===== src/verilog/line_regs_defs.vh =====
`ifndef LINE_REGS_DEFS_VH
`define LINE_REGS_DEFS_VH

// =====================================================================
// register offsets
`define ADDR_GCI_CTRL 8'h2A
`define ADDR_THR_VALUE 8'h2B
`define ADDR_THR_CTRL 8'h2C
`define ADDR_HYB_TAP1 8'h2D
`define ADDR_IRQ_ENABLE 8'h30
`define ADDR_IRQ_STATUS 8'h31
`define ADDR_IRQ_MASK 8'h32

// =====================================================================
// field positions
`define GCI_B1_EN_BIT 0
`define GCI_B2_EN_BIT 1
`define GCI_FMT_LSB 2
`define GCI_FMT_MSB 3
`define THR_POL_BIT 0
`define THR_MASK_BIT 1
`define THR_SRC_BIT 2
`define THR_FLAG_BIT 3
`define IRQ_EN_BIT 0
`define EVT_THRESHOLD_BIT 0
`define EVT_FRAME_BIT 1
`define EVT_COUNT 2

// =====================================================================
// format codes
`define FMT_ALAW 2'h0
`define FMT_ULAW 2'h1
`define FMT_LIN8 2'h2
`define FMT_LIN16 2'h3

// =====================================================================
// reset values
`define GCI_CTRL_RST 4'h0
`define THR_VALUE_RST 8'h00
`define THR_CTRL_RST 4'h0
`define HYB_TAP1_RST 8'h00
`define IRQ_ENABLE_RST 1'h0
`define IRQ_MASK_RST 2'h0

`endif


===== src/verilog/threshold_cmp.v =====
`timescale 1ns/100ps
`include "line_regs_defs.vh"

module threshold_cmp (
  // clock and reset
  input wire clk,
  input wire arst_n,
  // measurements
  input wire meas_update,
  input wire [7:0] line_current_meas,
  input wire [7:0] line_voltage_meas,
  // configuration
  input wire [7:0] line_threshold,
  input wire threshold_source_sel,
  input wire threshold_polarity,
  // one-cycle pulse when the condition first holds
  output reg crossed_pulse
);

  reg cond_prev_ff;
  wire [7:0] sel_meas;
  wire [7:0] abs_meas;
  wire cond_now;

  assign sel_meas = threshold_source_sel ? line_voltage_meas : line_current_meas;
  // -128 becomes 8'h80, which is still 128 read as unsigned
  assign abs_meas = sel_meas[7] ? (8'h00 - sel_meas) : sel_meas;
  assign cond_now = threshold_polarity ? (abs_meas > line_threshold) :
                    (abs_meas < line_threshold);

  // =====================================================================
  // edge on the condition, evaluated only at measurement updates
  always @(posedge clk or negedge arst_n) begin
    if (!arst_n) begin
      cond_prev_ff <= 1'b0;
      crossed_pulse <= 1'b0;
    end else begin
      crossed_pulse <= 1'b0;
      if (meas_update) begin
        cond_prev_ff <= cond_now;
        crossed_pulse <= cond_now & ~cond_prev_ff;
      end
    end
  end

endmodule // threshold_cmp


===== src/verilog/hybrid_tap.v =====
`timescale 1ns/100ps

module hybrid_tap #(
  parameter COEF_W = 8,
  parameter DATA_W = 16
) (
  // clock and reset
  input wire clk,
  input wire arst_n,
  // sample stream
  input wire sample_stb,
  input wire [DATA_W-1:0] sample,
  input wire [COEF_W-1:0] coef,
  // weighted tap contribution
  output reg [DATA_W-1:0] tap_out
);

  wire signed [DATA_W+COEF_W-1:0] product;

  // coefficient is Q1.7, so the product is rescaled by 2^(COEF_W-1)
  assign product = $signed(sample) * $signed(coef);

  always @(posedge clk or negedge arst_n) begin
    if (!arst_n) begin
      tap_out <= {DATA_W{1'b0}};
    end else if (sample_stb) begin
      tap_out <= product[DATA_W+COEF_W-2:COEF_W-1];
    end
  end

endmodule // hybrid_tap


===== src/verilog/gci_line_ctrl.v =====
`timescale 1ns/100ps
`include "line_regs_defs.vh"

module gci_line_ctrl (
  // clock and reset
  input wire CLK,
  input wire ARST_N,
  // register port
  input wire [7:0] ADDR,
  input wire [7:0] WDATA,
  input wire WR_STB,
  input wire RD_STB,
  output reg [7:0] RDATA,
  // line measurements
  input wire MEAS_UPDATE,
  input wire [7:0] LINE_CURRENT_MEAS,
  input wire [7:0] LINE_VOLTAGE_MEAS,
  // highway frame
  input wire FRAME_STB,
  input wire [15:0] TX_SAMPLE,
  input wire [7:0] B1_RX,
  input wire [7:0] B2_RX,
  output reg [7:0] B1_TX,
  output reg B1_TX_VALID,
  output reg [7:0] B2_TX,
  output reg B2_TX_VALID,
  output reg [15:0] RX_SAMPLE,
  output reg RX_SAMPLE_VALID,
  // hybrid tap one contribution
  output wire [15:0] HYB_ECHO_EST,
  // interrupt
  output reg IRQ_OUT
);

  // =====================================================================
  // register state
  reg [1:0] voice_format_sel_ff;
  reg chan_two_enable_ff;
  reg chan_one_enable_ff;
  reg [7:0] line_threshold_ff;
  reg threshold_crossed_flag_ff;
  reg threshold_source_sel_ff;
  reg threshold_irq_mask_ff;
  reg threshold_polarity_ff;
  reg [7:0] hybrid_tap_one_ff;
  reg global_irq_enable_ff;
  reg [`EVT_COUNT-1:0] irq_status_ff;
  reg [`EVT_COUNT-1:0] irq_mask_ff;

  reg [7:0] nxt_rdata;
  reg [7:0] nxt_b1_tx;
  reg [7:0] nxt_b2_tx;
  reg nxt_b1_valid;
  reg nxt_b2_valid;
  reg [15:0] nxt_rx_sample;
  reg nxt_rx_valid;
  wire nxt_irq;
  wire crossed_pulse;
  wire [`EVT_COUNT-1:0] evt_set;
  wire any_chan;

  // =====================================================================
  // companding helpers
  function [7:0] ulaw_enc;
    input [15:0] s;
    reg sgn;
    reg [13:0] m;
    reg [14:0] mag;
    reg [14:0] tmp;
    reg [2:0] seg;
    integer i;
    begin
      sgn = s[15];
      m = sgn ? ~s[15:2] : s[15:2];
      mag = (m > 14'h1FDE) ? 15'h1FFF : ({1'b0, m} + 15'h0021);
      seg = 3'h0;
      for (i = 0; i < 8; i = i + 1) begin
        if (mag[i+5]) begin
          seg = i[2:0];
        end
      end
      tmp = mag >> ({1'b0, seg} + 4'h1);
      ulaw_enc = ~{sgn, seg, tmp[3:0]};
    end
  endfunction

  function [7:0] alaw_enc;
    input [15:0] s;
    reg sgn;
    reg [11:0] m;
    reg [11:0] tmp;
    reg [2:0] seg;
    integer i;
    begin
      sgn = s[15];
      // ones complement keeps the magnitude in 12 bits without overflow
      m = sgn ? ~s[14:3] : s[14:3];
      seg = 3'h0;
      for (i = 0; i < 7; i = i + 1) begin
        if (m[i+5]) begin
          seg = i[2:0] + 3'h1;
        end
      end
      tmp = (seg == 3'h0) ? (m >> 1) : (m >> seg);
      alaw_enc = {1'b0, seg, tmp[3:0]} ^ (sgn ? 8'h55 : 8'hD5);
    end
  endfunction

  function [15:0] ulaw_dec;
    input [7:0] c;
    reg [7:0] u;
    reg [15:0] t;
    begin
      u = ~c;
      t = ({9'h000, u[3:0], 3'h0} + 16'h0084) << u[6:4];
      ulaw_dec = u[7] ? (16'h0084 - t) : (t - 16'h0084);
    end
  endfunction

  function [15:0] alaw_dec;
    input [7:0] c;
    reg [7:0] a;
    reg [15:0] t;
    begin
      a = c ^ 8'h55;
      t = {8'h00, a[3:0], 4'h0};
      if (a[6:4] == 3'h0) begin
        t = t + 16'h0008;
      end else begin
        t = t + 16'h0108;
        t = t << (a[6:4] - 3'h1);
      end
      alaw_dec = a[7] ? t : (16'h0000 - t);
    end
  endfunction

  // =====================================================================
  // submodules
  threshold_cmp u_cmp (
    .clk(CLK),
    .arst_n(ARST_N),
    .meas_update(MEAS_UPDATE),
    .line_current_meas(LINE_CURRENT_MEAS),
    .line_voltage_meas(LINE_VOLTAGE_MEAS),
    .line_threshold(line_threshold_ff),
    .threshold_source_sel(threshold_source_sel_ff),
    .threshold_polarity(threshold_polarity_ff),
    .crossed_pulse(crossed_pulse)
  );

  hybrid_tap #(
    .COEF_W(8),
    .DATA_W(16)
  ) u_tap1 (
    .clk(CLK),
    .arst_n(ARST_N),
    .sample_stb(FRAME_STB),
    .sample(TX_SAMPLE),
    .coef(hybrid_tap_one_ff),
    .tap_out(HYB_ECHO_EST)
  );

  // =====================================================================
  // register writes and sticky flags
  assign any_chan = chan_one_enable_ff | chan_two_enable_ff;
  assign evt_set = {FRAME_STB & any_chan, crossed_pulse};

  always @(posedge CLK or negedge ARST_N) begin
    if (!ARST_N) begin
      {voice_format_sel_ff, chan_two_enable_ff, chan_one_enable_ff} <= `GCI_CTRL_RST;
      line_threshold_ff <= `THR_VALUE_RST;
      {threshold_crossed_flag_ff, threshold_source_sel_ff, threshold_irq_mask_ff,
       threshold_polarity_ff} <= `THR_CTRL_RST;
      hybrid_tap_one_ff <= `HYB_TAP1_RST;
      global_irq_enable_ff <= `IRQ_ENABLE_RST;
      irq_mask_ff <= `IRQ_MASK_RST;
      irq_status_ff <= {`EVT_COUNT{1'b0}};
    end else begin
      if (WR_STB) begin
        case (ADDR)
          `ADDR_GCI_CTRL: begin
            // upper nibble is dropped on write
            voice_format_sel_ff <= WDATA[`GCI_FMT_MSB:`GCI_FMT_LSB];
            chan_two_enable_ff <= WDATA[`GCI_B2_EN_BIT];
            chan_one_enable_ff <= WDATA[`GCI_B1_EN_BIT];
          end
          `ADDR_THR_VALUE: begin
            line_threshold_ff <= WDATA;
          end
          `ADDR_THR_CTRL: begin
            threshold_source_sel_ff <= WDATA[`THR_SRC_BIT];
            threshold_irq_mask_ff <= WDATA[`THR_MASK_BIT];
            threshold_polarity_ff <= WDATA[`THR_POL_BIT];
          end
          `ADDR_HYB_TAP1: begin
            hybrid_tap_one_ff <= WDATA;
          end
          `ADDR_IRQ_ENABLE: begin
            global_irq_enable_ff <= WDATA[`IRQ_EN_BIT];
          end
          `ADDR_IRQ_MASK: begin
            irq_mask_ff <= WDATA[`EVT_COUNT-1:0];
          end
          default: begin
          end
        endcase
      end
      // writing 1 never sets the flag; a new crossing beats a clear
      if (crossed_pulse) begin
        threshold_crossed_flag_ff <= 1'b1;
      end else if (WR_STB && (ADDR == `ADDR_THR_CTRL) && !WDATA[`THR_FLAG_BIT]) begin
        threshold_crossed_flag_ff <= 1'b0;
      end
      // read of the status register clears it, new events win
      if (RD_STB && (ADDR == `ADDR_IRQ_STATUS)) begin
        irq_status_ff <= evt_set;
      end else begin
        irq_status_ff <= irq_status_ff | evt_set;
      end
    end
  end

  // =====================================================================
  // read data, one cycle after the strobe
  always @* begin
    nxt_rdata = 8'h00;
    case (ADDR)
      `ADDR_GCI_CTRL: begin
        nxt_rdata = {4'h0, voice_format_sel_ff, chan_two_enable_ff,
                     chan_one_enable_ff};
      end
      `ADDR_THR_VALUE: begin
        nxt_rdata = line_threshold_ff;
      end
      `ADDR_THR_CTRL: begin
        nxt_rdata = {4'h0, threshold_crossed_flag_ff, threshold_source_sel_ff,
                     threshold_irq_mask_ff, threshold_polarity_ff};
      end
      `ADDR_HYB_TAP1: begin
        nxt_rdata = hybrid_tap_one_ff;
      end
      `ADDR_IRQ_ENABLE: begin
        nxt_rdata = {7'h00, global_irq_enable_ff};
      end
      `ADDR_IRQ_STATUS: begin
        nxt_rdata = {6'h00, irq_status_ff};
      end
      `ADDR_IRQ_MASK: begin
        nxt_rdata = {6'h00, irq_mask_ff};
      end
      default: begin
        nxt_rdata = 8'h00;
      end
    endcase
  end

  // =====================================================================
  // interrupt output
  // the threshold flag has its own mask and does not go through the status mask
  assign nxt_irq = global_irq_enable_ff &
                   ((threshold_crossed_flag_ff & threshold_irq_mask_ff) |
                    (|(irq_status_ff & irq_mask_ff)));

  // =====================================================================
  // highway slot mapping
  always @* begin
    nxt_b1_tx = 8'h00;
    nxt_b2_tx = 8'h00;
    nxt_rx_sample = 16'h0000;
    nxt_b1_valid = FRAME_STB & chan_one_enable_ff;
    nxt_b2_valid = FRAME_STB & chan_two_enable_ff;
    nxt_rx_valid = FRAME_STB & any_chan;
    case (voice_format_sel_ff)
      `FMT_ALAW: begin
        nxt_b1_tx = alaw_enc(TX_SAMPLE);
        nxt_b2_tx = nxt_b1_tx;
        // B1 is preferred for receive when both slots are on
        nxt_rx_sample = alaw_dec(chan_one_enable_ff ? B1_RX : B2_RX);
      end
      `FMT_ULAW: begin
        nxt_b1_tx = ulaw_enc(TX_SAMPLE);
        nxt_b2_tx = nxt_b1_tx;
        nxt_rx_sample = ulaw_dec(chan_one_enable_ff ? B1_RX : B2_RX);
      end
      `FMT_LIN8: begin
        // lower byte is lost in both directions
        nxt_b1_tx = TX_SAMPLE[15:8];
        nxt_b2_tx = TX_SAMPLE[15:8];
        nxt_rx_sample = {chan_one_enable_ff ? B1_RX : B2_RX, 8'h00};
      end
      `FMT_LIN16: begin
        nxt_b1_tx = TX_SAMPLE[15:8];
        nxt_b2_tx = TX_SAMPLE[7:0];
        if (chan_one_enable_ff && chan_two_enable_ff) begin
          nxt_rx_sample = {B1_RX, B2_RX};
        end else if (chan_one_enable_ff) begin
          nxt_rx_sample = {B1_RX, 8'h00};
        end else begin
          nxt_rx_sample = {8'h00, B2_RX};
        end
      end
      default: begin
        nxt_rx_sample = 16'h0000;
      end
    endcase
  end

  // =====================================================================
  // output flip-flops
  always @(posedge CLK or negedge ARST_N) begin
    if (!ARST_N) begin
      RDATA <= 8'h00;
      IRQ_OUT <= 1'b0;
      B1_TX <= 8'h00;
      B2_TX <= 8'h00;
      B1_TX_VALID <= 1'b0;
      B2_TX_VALID <= 1'b0;
      RX_SAMPLE <= 16'h0000;
      RX_SAMPLE_VALID <= 1'b0;
    end else begin
      RDATA <= RD_STB ? nxt_rdata : 8'h00;
      IRQ_OUT <= nxt_irq;
      B1_TX_VALID <= nxt_b1_valid;
      B2_TX_VALID <= nxt_b2_valid;
      RX_SAMPLE_VALID <= nxt_rx_valid;
      // data stay put between frames, so a disabled slot keeps its old byte
      if (nxt_b1_valid) begin
        B1_TX <= nxt_b1_tx;
      end
      if (nxt_b2_valid) begin
        B2_TX <= nxt_b2_tx;
      end
      if (nxt_rx_valid) begin
        RX_SAMPLE <= nxt_rx_sample;
      end
    end
  end

endmodule // gci_line_ctrl


===== config.mk =====
export PLATFORM = sky130hd
export DESIGN_NAME = gci_line_ctrl
export DESIGN_NICKNAME = d
export VERILOG_FILES = /design/src/verilog/threshold_cmp.v /design/src/verilog/hybrid_tap.v /design/src/verilog/gci_line_ctrl.v
export VERILOG_INCLUDE_DIRS = /design/src /design/src/verilog
export SDC_FILE = /design/constraint.sdc
export NUM_CORES = 1
export LEC_CHECK = 0
export ABC_AREA = 1
export BUFFER_PORTS_ARGS = -buffer_cell sky130_fd_sc_hd__buf_2
export CAP_MARGIN = 10
export CORE_MARGIN = 2
export CORE_UTILIZATION = 55
export CTS_CLUSTER_SIZE = 14
export DETAILED_ROUTE_END_ITERATION = 8
export MAX_ROUTING_LAYER = met4
export PLACE_DENSITY = 0.87
export REMOVE_ABC_BUFFERS = 1
export SYNTH_ARGS = -nofsm -noshare
export SYNTH_HDL_FRONTEND = slang
export SYNTH_SLANG_ARGS = --single-unit

===== constraint.sdc =====
create_clock -name CLK -period 7.42 [get_ports CLK]
set_input_delay 0.742 -clock CLK [delete_from_list [all_inputs] [get_ports CLK]]
set_output_delay 0.742 -clock CLK [all_outputs]
set_load 0.005 [all_outputs]

## Word-level counts from Yosys, hierarchy flattened

Cells that the tools add are included.

- Flip-flop bits (word level): 91
- Bits of input ports: 70
- Output and inout port bits: 60
- Logic and storage cells: 125

- $add $sub $neg: 10
- Multipliers: 1
- Order comparisons: 3
- Equal/unequal tests: 10
- Shifts and indexed selects: 4
- Mux-type cells: 40
- Bitwise logic cells: 17
- Reduce and logical (&&, ||, !) cells: 17

Operator list:

| operator | count |
|---|---|
| $mux 16 | 6 |
| $pmux 16 s4 | 1 |
| $eq 8x6->1 const B | 7 |
| $pmux 8 s7 | 1 |
| $mux 8 | 5 |
| $pmux 8 s4 | 1 |
| $mux 3 | 10 |
| $pmux 8 s3 | 1 |
| $mul 16x8->23 | 1 |
| $not 8->8 | 2 |
| $shl 10x3->16 | 1 |
| $shl 9x3->16 | 1 |
| $sub 1x16->16 const A | 1 |
| $sub 16x8->16 const B | 1 |
| $sub 8x16->16 const A | 1 |
| $add 14x6->15 const B | 1 |
| $mux 15 | 1 |
| $shr 15x4->4 | 1 |
| $gt 14x13->1 const B | 1 |
| $mux 14 | 1 |
| $not 14->14 | 1 |
| $mux 12 | 1 |
| $not 12->12 | 1 |
| $reduce_and 2->1 | 6 |
| 27 further kinds | 48 |

## Longest topological paths before layout

Gate-level depths: netlist of run 1.

- Depth in word-level cells: 16
- Depth in mapped cells: 26
- Depth with buffers taken out: 24

## Cells and area by module

Synthesis of run 1 repeated with hierarchy kept, for this count alone.

- Cell total of the unflattened synthesis: 1,820
- Area total of the unflattened synthesis: 12,190.4 µm²

By module, submodules not included:

| module | times used | cells an instance | area an instance (µm²) | seq. area each (µm²) |
|---|---|---|---|---|
| gci_line_ctrl | 1 | 937 | 6,159.7 | 1,826.8 |
| hybrid_tap | 1 | 777 | 5,426.5 | 400.4 |
| threshold_cmp | 1 | 106 | 604.3 | 50.0 |

## Least setup slack after synthesis of run 1

No wires, ideal clock.

- Kind: input port to flip-flop
- Start: input TX_SAMPLE[1]
- End: register u_tap1.tap_out[8]
- Setup time: 0.118 ns
- Data arrival time: 5.171 ns
- Required time: 7.302 ns
- Path slack: 2.131 ns
- Stages on the path: 23
- Path buffers: 1
- Path through: clkbuf_1 nand2_1 fa_1 fa_1 inv_1 fa_1 inv_1 fa_1 inv_1 ha_1 nand2_1 o21ai_0 a21oi_1 inv_1 a21oi_1 inv_1 a21oi_1 inv_1 a21oi_1 o21ai_0 or2_2 nand3_1 nand2_1

- Longest elaborated chain between the ends: 1

RTL lines:

| element | line | RTL |
|---|---|---|
| start, declared | gci_line_ctrl.v:20 | `input wire [15:0] TX_SAMPLE,` |
| $mul 16x8->23 | hybrid_tap.v:21 | `assign product = $signed(sample) * $signed(coef);` |
| end signal, assigned | hybrid_tap.v:25 | `tap_out <= {DATA_W{1'b0}};` |
| end signal, assigned | hybrid_tap.v:27 | `tap_out <= product[DATA_W+COEF_W-2:COEF_W-1];` |
| end, declared | hybrid_tap.v:15 | `output reg [DATA_W-1:0] tap_out` |

Every way passes these cells.
A chain may end at the register's enable or synchronous reset.

## Worst setup path after layout of run 1

- Start: register hybrid_tap_one_ff[7]
- End: register u_tap1.tap_out[13]

- Longest elaborated chain between the ends: 1

RTL lines:

| element | line | RTL |
|---|---|---|
| start, declared | gci_line_ctrl.v:45 | `reg [7:0] hybrid_tap_one_ff;` |
| start signal, assigned | gci_line_ctrl.v:174 | `` hybrid_tap_one_ff <= `HYB_TAP1_RST; `` |
| $mul 16x8->23 | hybrid_tap.v:21 |  |

Every way passes these cells.

==> metrics.cfg, run 1 <==
[global_routing]
overflow = 0
grt_pass1_wl_um = 52600
antenna_found_initial = 0
grtUsageTotal = 0.299
grt_start_max_net_pins = 74
grt_pass1_vias = 11100

[status]
outcome = finished clean

[clocking]
ctsHoldBuffers = 0
cts_tree = built
numCtsBuffers = 9
clockBufferDepth = 2
cts_resized = 0
clock-sinks = 91
clock_latency_ps = 360
htreeDepth = 3
root_buffer = clkbuf_16
clkTransAtPathRegs_ps = 70
cts_setup_buffers = 0

[logic_synthesis]
syn_area_per_cell_um2 = 6.78
synth_top_area_frac = 0.192
yosys.area.top_type = dfrtp_1
ys_top_cells_by_count = 458 x nand2_1, 371 x inv_1, 134 x nor2_1
ys_seq_elements = 91
ys_warn_count = 0
syn_area_um2 = 11900
ys_types = 58
synthCells = 1749
synthArstFlopShare = 1.00
synthFlopType = dfrtp_1
yosysSeqAreaShare = 0.192
synth_edf_count = 0
post-synth-top-count-cell = nand2_1
synth_area_leaders = dfrtp_1 19%, fa_1 17%, nand2_1 14%

[layout]
nets = 2069
antenna_cells = 0
drive_above_1_share = 0.129
fillerInstances = 1858
finish.instance_area_um2 = 12900
fin_cells = 2121
syn_to_final_growth_pct = 9.09

[floorplan]
dieArea_um2 = 22800
die_y_um = 151
core-area_um2 = 21100
ioPinCount = 130
die_w_um = 151
core.rowCount = 53
start_util = 0.562

[place]
io_buffers = 129
placed_cell_area_um2 = 12600
hpwl_um = 25500
gp_congestion = 0.983
dp_slack_ps = 1750
dp.cells = 2105

[job]
maxCapViolations = 0

[setup_path]
reg2reg_from = hybrid_tap_one_ff[7]
r2r-end = u_tap1.tap_out[13]
worstSetupPathType = flop to flop
worstRegToRegCells = 20
crit_arrival_ps = 5830
end_kind = flop
cp.required_ps = 7640
startpoint_type = flop
cp_max_fo = 14
r2r_setup_slack_ps = 1810

[timing]
finalSetupViolations = 0
whs_ps = 249
rsz0062_at_grt = no
final_max_slew_viol_count = 0
finalClockSkew_ps = 7.15
period_minus_slack_ps = 5610
worst_pin_slew_ps = 959
tns_ps = 0
finalCritPeriodShare = 0.757
slew_headroom = 0.361
max_freq_mhz = 178
timing.final.ws_setup_ps = 1810
finalHoldViolCount = 0

[route]
wl_met3_um = 2870
drtIter0Drc = 1007
route.met2.wl_um = 15000
viasPerCell = 5.49
vias = 11700
drt_pass1_iterations = 6
routed.top_layer = met4
wl_met1_um = 13100
drt-total-wl_um = 32300
wl_per_cell_um = 15.2
drtAntennaViolNets = 0
drc = 0

[power_and_ir_drop]
p_leak_uw = 0.00730
power_density_nw_per_um2 = 317
peakVddDrop_v = 0.000309

[worst_hold_path]
hold_class = input pin to async pin

## metal layers
layer	GRT usage	vias to the layer above
li1	-	5541
met1	0.385	5406
met2	0.469	596
met3	0.0479	109
met4	0.134	0
met5	-	-
## flip-flops by register name (all words and copies together) (netlist names)
register                   count
u_cmp.cond_prev_ff             1
u_cmp.crossed_pulse            1
RX_SAMPLE                     16
B2_TX                          8
u_tap1.tap_out                16
voice_format_sel_ff            2
B1_TX_VALID                    1
RDATA                          8
threshold_source_sel_ff        1
B2_TX_VALID                    1
threshold_polarity_ff          1
line_threshold_ff              8
RX_SAMPLE_VALID                1
chan_two_enable_ff             1
irq_status_ff                  2
IRQ_OUT                        1
B1_TX                          8
irq_mask_ff                    2
global_irq_enable_ff           1
chan_one_enable_ff             1
threshold_crossed_flag_ff      1
hybrid_tap_one_ff              8
threshold_irq_mask_ff          1
## critical path, stage by stage (launching register included)
cell and delay, ps:
dfrtp_1 460, inv_1 440, nor2_1 130, fa_1 520, fa_1 520, fa_1 550
inv_1 60, fa_1 530, inv_1 40, ha_1 320, a21oi_1 130, o21ai_0 130
a21oi_1 210, inv_1 90, a21oi_1 240, inv_1 90, a21oi_1 360, o21ai_0 200
a21oi_1 190, xor2_1 150, o21ai_0 90
## stage by stage
stage / total power, µW / util
6_report: 4100 / 0.614
3_3_place_gp: 3460 / 0.599
4_1_cts: 4080 / 0.614
2_1_floorplan: 2850 / -
3_5_place_dp: 3550 / 0.599
5_1_grt: 4530 / 0.614
## cell type report
cell class,instances,area (µm²),share of cell area
clock buffers,11,243,0.0188
multi-input cells,1214,7850,0.607
flip-flops and latches,91,2280,0.176
inverters,388,1460,0.113
well taps,275,344,0.0266
repair buffers,137,708,0.0547
clock inverters,5,60.1,0.00464
## report_power, final
group	switching, µW	leakage (µW)	internal [µW]	total (µW)
Sequential	90.1	0.00110	636	726
Clock	222	0.000146	272	494
Combinational	1730	0.00605	1150	2880
Total	2040	0.00730	2060	4100
## worst max path at each step
stage | start | endpoint | slack [ps]
detailed placement | TX_SAMPLE[0] | u_tap1.tap_out[13] | 1750
floorplan | TX_SAMPLE[0] | u_tap1.tap_out[8] | 2280
global placement | TX_SAMPLE[0] | u_tap1.tap_out[13] | 1830
global route | hybrid_tap_one_ff[7] | u_tap1.tap_out[8] | 1450
CTS | hybrid_tap_one_ff[7] | u_tap1.tap_out[13] | 1850
finish | hybrid_tap_one_ff[7] | u_tap1.tap_out[13] | 1810
## kinds of logic (layout without fill, tap and decap cells)
family,count (synthesis),after routing,share of synthesized area
AO/OA/AOI/OAI,254,254,0.124
XOR/XNOR,32,32,0.0277
multiplexers,6,6,0.00517
AND/OR/NAND/NOR,764,764,0.276
buffers and inverters,444,541,0.146
adder cells (fa/ha/maj),158,158,0.229
flip-flops,91,91,0.192
## cells in the final DEF, fill, tap and decap left out, types with 7 or more instances in the layout
cell       synthesis  routed
a21oi_1           71      71
a31oi_1           13      13
buf_2             13     128
buf_4              1       9
clkbuf_16          0       9
dfrtp_1           91      91
fa_1              98      98
ha_1              60      60
inv_1            371     371
inv_2             12      12
nand2_1          458     458
nand2_2           16      16
nand3_1           85      85
nand3_2            7       7
nand4_1           10      10
nor2_1           134     134
nor2_2             7       7
nor3_1            11      11
o211ai_1          12      12
o21ai_0           91      91
o21ai_1           20      20
o22ai_1           14      14
or2_2             17      17
xnor2_1            9       9
xor2_1            18      18
No activity file was read; power rests on OpenSTA's default activity.
==> run 2, diff against run 1 <==
--- a/config.mk
+++ b/config.mk
@@ -6,7 +6,7 @@
 export SDC_FILE = /design/constraint.sdc
 export NUM_CORES = 1
 export LEC_CHECK = 0
-export ABC_AREA = 1
+export ABC_AREA = 0
 export BUFFER_PORTS_ARGS = -buffer_cell sky130_fd_sc_hd__buf_2
 export CAP_MARGIN = 10
 export CORE_MARGIN = 2
@@ -14,7 +14,7 @@
 export CTS_CLUSTER_SIZE = 14
 export DETAILED_ROUTE_END_ITERATION = 8
 export MAX_ROUTING_LAYER = met4
-export PLACE_DENSITY = 0.87
+export PLACE_DENSITY = 0.86
 export REMOVE_ABC_BUFFERS = 1
 export SYNTH_ARGS = -nofsm -noshare
 export SYNTH_HDL_FRONTEND = slang
==> constraint.sdc (replaced) <==
create_clock -name CLK -period 5.4 [get_ports CLK]
set_input_delay 0.54 -clock CLK [delete_from_list [all_inputs] [get_ports CLK]]
set_output_delay 0.54 -clock CLK [all_outputs]
set_load 0.005 [all_outputs]
==> metrics.cfg, run 2 <==
[setup_path]
end_kind = flop
worstSetupPathType = flop to flop
critical_path.most_common_cell = fa_1
cp_cell_sequence = buf_4, nand2b_1, fa_1, fa_1, inv_1, fa_1, inv_1, fa_1, inv_1, ha_1, a21oi_1, nand3_2, a2111oi_4, o21ai_2, a211o_1, and2_1, a221o_1
r2r_setup_slack_ps = 180  ; -1630 ps
cp.required_ps = 5650  ; -1990 ps
cpPeakStageDelay_ps = 550  ; about the same
crit_arrival_ps = 5470  ; -360 ps
crit_start = hybrid_tap_one_ff[7]
cp_max_fo = 8  ; -6
startpoint_type = flop
worstRegToRegCells = 17  ; -15%
r2r-end = u_tap1.tap_out[13]
slowest_stage = fa_1
reg2reg_from = hybrid_tap_one_ff[7]

[logic_synthesis]
ys_types = 104  ; +79%
synth_edf_count = 0  ; unchanged
ys_warn_count = 0  ; unchanged
synth_fa_ha_area_frac = 0.219  ; -0.00987
syn_area_per_cell_um2 = 8.43  ; +24%
yosys.area.top_type = dfrtp_1
syn_area_um2 = 12400  ; +4.9%
ys_seq_elements = 91  ; unchanged
synth_top_family_by_area = adder cells
synthArstFlopShare = 1.00  ; unchanged
yosysSeqAreaShare = 0.183  ; -0.00896
muxShareOfSynthArea = 0.0665  ; +0.0613
synth_xor_xnor_area_share = 0.0359  ; +0.00816
synth_area_leaders = dfrtp_1 18%, fa_1 16%, ha_1 6.0%
synth_compound_area_frac = 0.209  ; +0.0850
post-synth-top-count-cell = inv_1
synthCells = 1476  ; -16%
synth-simple-area-share = 0.204  ; -0.0718
synthFlopType = dfrtp_1
ys_top_cells_by_count = 158 x inv_1, 129 x nand2_1, 98 x fa_1
synth_top_area_frac = 0.183  ; -0.00896

[timing]
period_minus_slack_ps = 5220  ; -394 ps
finalCritPeriodShare = 0.966  ; +0.210
finalSetupViolations = 0  ; unchanged
finalHoldViolCount = 0  ; unchanged
timing.final.ws_setup_ps = 181  ; -1630 ps
max_freq_mhz = 192  ; +7.6%
final_max_slew_viol_count = 0  ; unchanged
finalClockSkew_ps = 16.3  ; +9.17 ps
worst_pin_slew_ps = 1070  ; +113 ps
slew_headroom = 0.279  ; -0.0816

[clocking]
cts_tree = built
htreeDepth = 3  ; unchanged
root_buffer = clkbuf_16
clkTransAtPathRegs_ps = 80  ; about the same
clock_latency_ps = 370  ; about the same
numCtsBuffers = 9  ; unchanged
clockBufferDepth = 2  ; unchanged
clock-sinks = 91  ; unchanged

[global_routing]
grtUsageMet3 = 0.0513  ; +0.00338
grt_pass1_wl_um = 59600  ; +13%
grtUsageTotal = 0.322  ; +0.0232
globalRouteMet2Util = 0.512  ; +0.0425
top_usage_layer = met2
antenna_found_initial = 2  ; +2
overflow = 0  ; unchanged
use_met1 = 0.407  ; +0.0222
grt_pass1_vias = 11800  ; +6.8%
grt_start_max_net_pins = 76  ; +2.7%

[floorplan]
dieArea_um2 = 23800  ; +4.8%
ioPinCount = 130  ; unchanged
core.rowCount = 55  ; +3.8%
core-area_um2 = 22400  ; +6.4%
die_w_um = 154  ; +2.4%
die_y_um = 154  ; +2.4%
start_util = 0.555  ; -0.00787

[layout]
seq_area_um2 = 2280  ; +0.17%
fillerInstances = 1910  ; +2.8%
final_common_cell = inv_1
nets = 1813  ; -12%
final_cell_mix = 157 x inv_1, 129 x nand2_1, 128 x buf_2, 98 x fa_1
syn_to_final_growth_pct = 10.9
top_regs = RX_SAMPLE: 16 flops, u_tap1.tap_out: 16 flops
multi_input_area_um2 = 9160  ; +17%
drive_above_1_share = 0.191  ; +0.0616

[worst_hold_path]
hold_class = input pin to async pin

[route]
drtIter0Drc = 1263  ; +25%
wl_per_cell_um = 19.6  ; +29%
drtAntennaViolNets = 0  ; unchanged
vias = 11900  ; +2.4%
drt-total-wl_um = 36800  ; +14%
drt_pass1_iterations = 6  ; unchanged
viasPerCell = 6.35  ; +16%
drc = 0  ; unchanged

[power_and_ir_drop]
pwr-share-comb = 0.427  ; -0.276
clock_power_share = 0.240  ; +0.120
p_total_uw = 2770  ; -32%
swShare = 0.400  ; -0.0971
power_density_nw_per_um2 = 201  ; -37%
p_leak_uw = 0.00654  ; -10%
seq_power_share = 0.333  ; +0.156
p_switching_uw = 1110  ; -46%
p_int_uw = 1660  ; -19%
peakVddDrop_v = 0.000142  ; -54%

[place]
gp_congestion = 0.993  ; +1.0%
io_buffers = 129  ; unchanged
dp_slack_ps = -229  ; -1980 ps
hpwl_um = 28400  ; +11%

[job]
maxCapViolations = 0  ; unchanged

[status]
outcome = finished clean

==> run 2: changes by cell type in the layout (fill, tap and decap cells not counted), moves of 32 or more <==
cell | previous run | this run
nand2_1 | 458 | 129
inv_1 | 371 | 157
and2_1 | 1 | 91
nand3_1 | 85 | 24
buf_4 | 9 | 60
mux2_2 | 1 | 44
nor2_1 | 134 | 91
o21ai_0 | 91 | 59
==> run 2: worst max path at each step <==
stage                     cells past startpoint                 end  slack (ps)
after CTS                                    16  u_tap1.tap_out[13]           6
final                                        17  u_tap1.tap_out[13]         180
after floorplan                              17  u_tap1.tap_out[13]         110
after global placement                       17  u_tap1.tap_out[13]        -150
after detailed placement                     17  u_tap1.tap_out[13]        -230
after global routing                         17  u_tap1.tap_out[13]         -30
==> run 2: cells by family (layout without fill, tap and decap cells) <==
logic type,count (synthesis),count (layout)
and+or+nand+nor,486,486
AOI/OAI and AO/OA,361,361
buffers and inverters,253,367
adders and majority gates,159,159
DFF,91,91
muxes,75,75
xor gates and xnor gates,51,51
other,0,2
==> run 2: stage by stage <==
| stage | hold WS (ps) | utilization | instance area [µm²] | instances | setup TNS, ps |
|---|---|---|---|---|---|
| finish | 54.4 | 0.615 | 13800 | 1877 | 0 |
| global route | 65.6 | 0.615 | 13800 | 1877 | -55.5 |
| CTS | 55.6 | 0.613 | 13800 | 1872 | 0 |
| detailed placement | 448 | 0.600 | 13500 | 1856 | -536 |
| global placement | 416 | 0.600 | 13500 | 1856 | -254 |
| floorplan | 244 | - | 12000 | 1386 | 0 |
==> run 2: final cells by class <==
type | count | share of cell area
well taps | 285 | 0.0258
flip-flops and latches | 91 | 0.165
clock inverters | 6 | 0.00390
multi-input cells | 1132 | 0.664
repair buffers | 188 | 0.0791
inverters | 163 | 0.0443
diodes | 2 | 0.000363
clock buffers | 10 | 0.0173
==> run 2: worst max-delay path, delay by kind of cell, from the launching register on <==
kind / cells / cell delay [ps]
AO/OA/AOI/OAI: 5 / 1470
adder cells (fa/ha/maj): 5 / 2460
buffers and inverters: 4 / 360
flip-flops: 1 / 370
AND/OR/NAND/NOR: 3 / 440
==> run 2: routing by layer <==
| layer | vias to the layer above | wire [µm] | share of wire |
|---|---|---|---|
| li1 | 5374 | - | - |
| met1 | 5788 | 14600 | 0.40 |
| met2 | 645 | 17300 | 0.47 |
| met3 | 120 | 3250 | 0.088 |
| met4 | 0 | 1610 | 0.044 |
| met5 | - | 0 | 0 |
==> run 2: timing repair <==
| action | 4_1_cts | 5_1_grt |
|---|---|---|
| setup buffers | 0 | 3 |
| hold buffers | 0 | 0 |
| gates resized for setup | 1 | 8 |
| pin swaps | 0 | 2 |
| setup endpoints to repair | 2 | 6 |
==> run 2: power groups by stage <==
| stage | logic, µW | clock network (µW) | registers, µW |
|---|---|---|---|
| 3_5_place_dp | 1170 | 0 | 932 |
| 2_1_floorplan | 689 | 0 | 926 |
| 5_1_grt | 1310 | 696 | 936 |
| 3_3_place_gp | 1130 | 0 | 928 |
| 6_report | 1180 | 665 | 921 |
| 4_1_cts | 1170 | 670 | 920 |
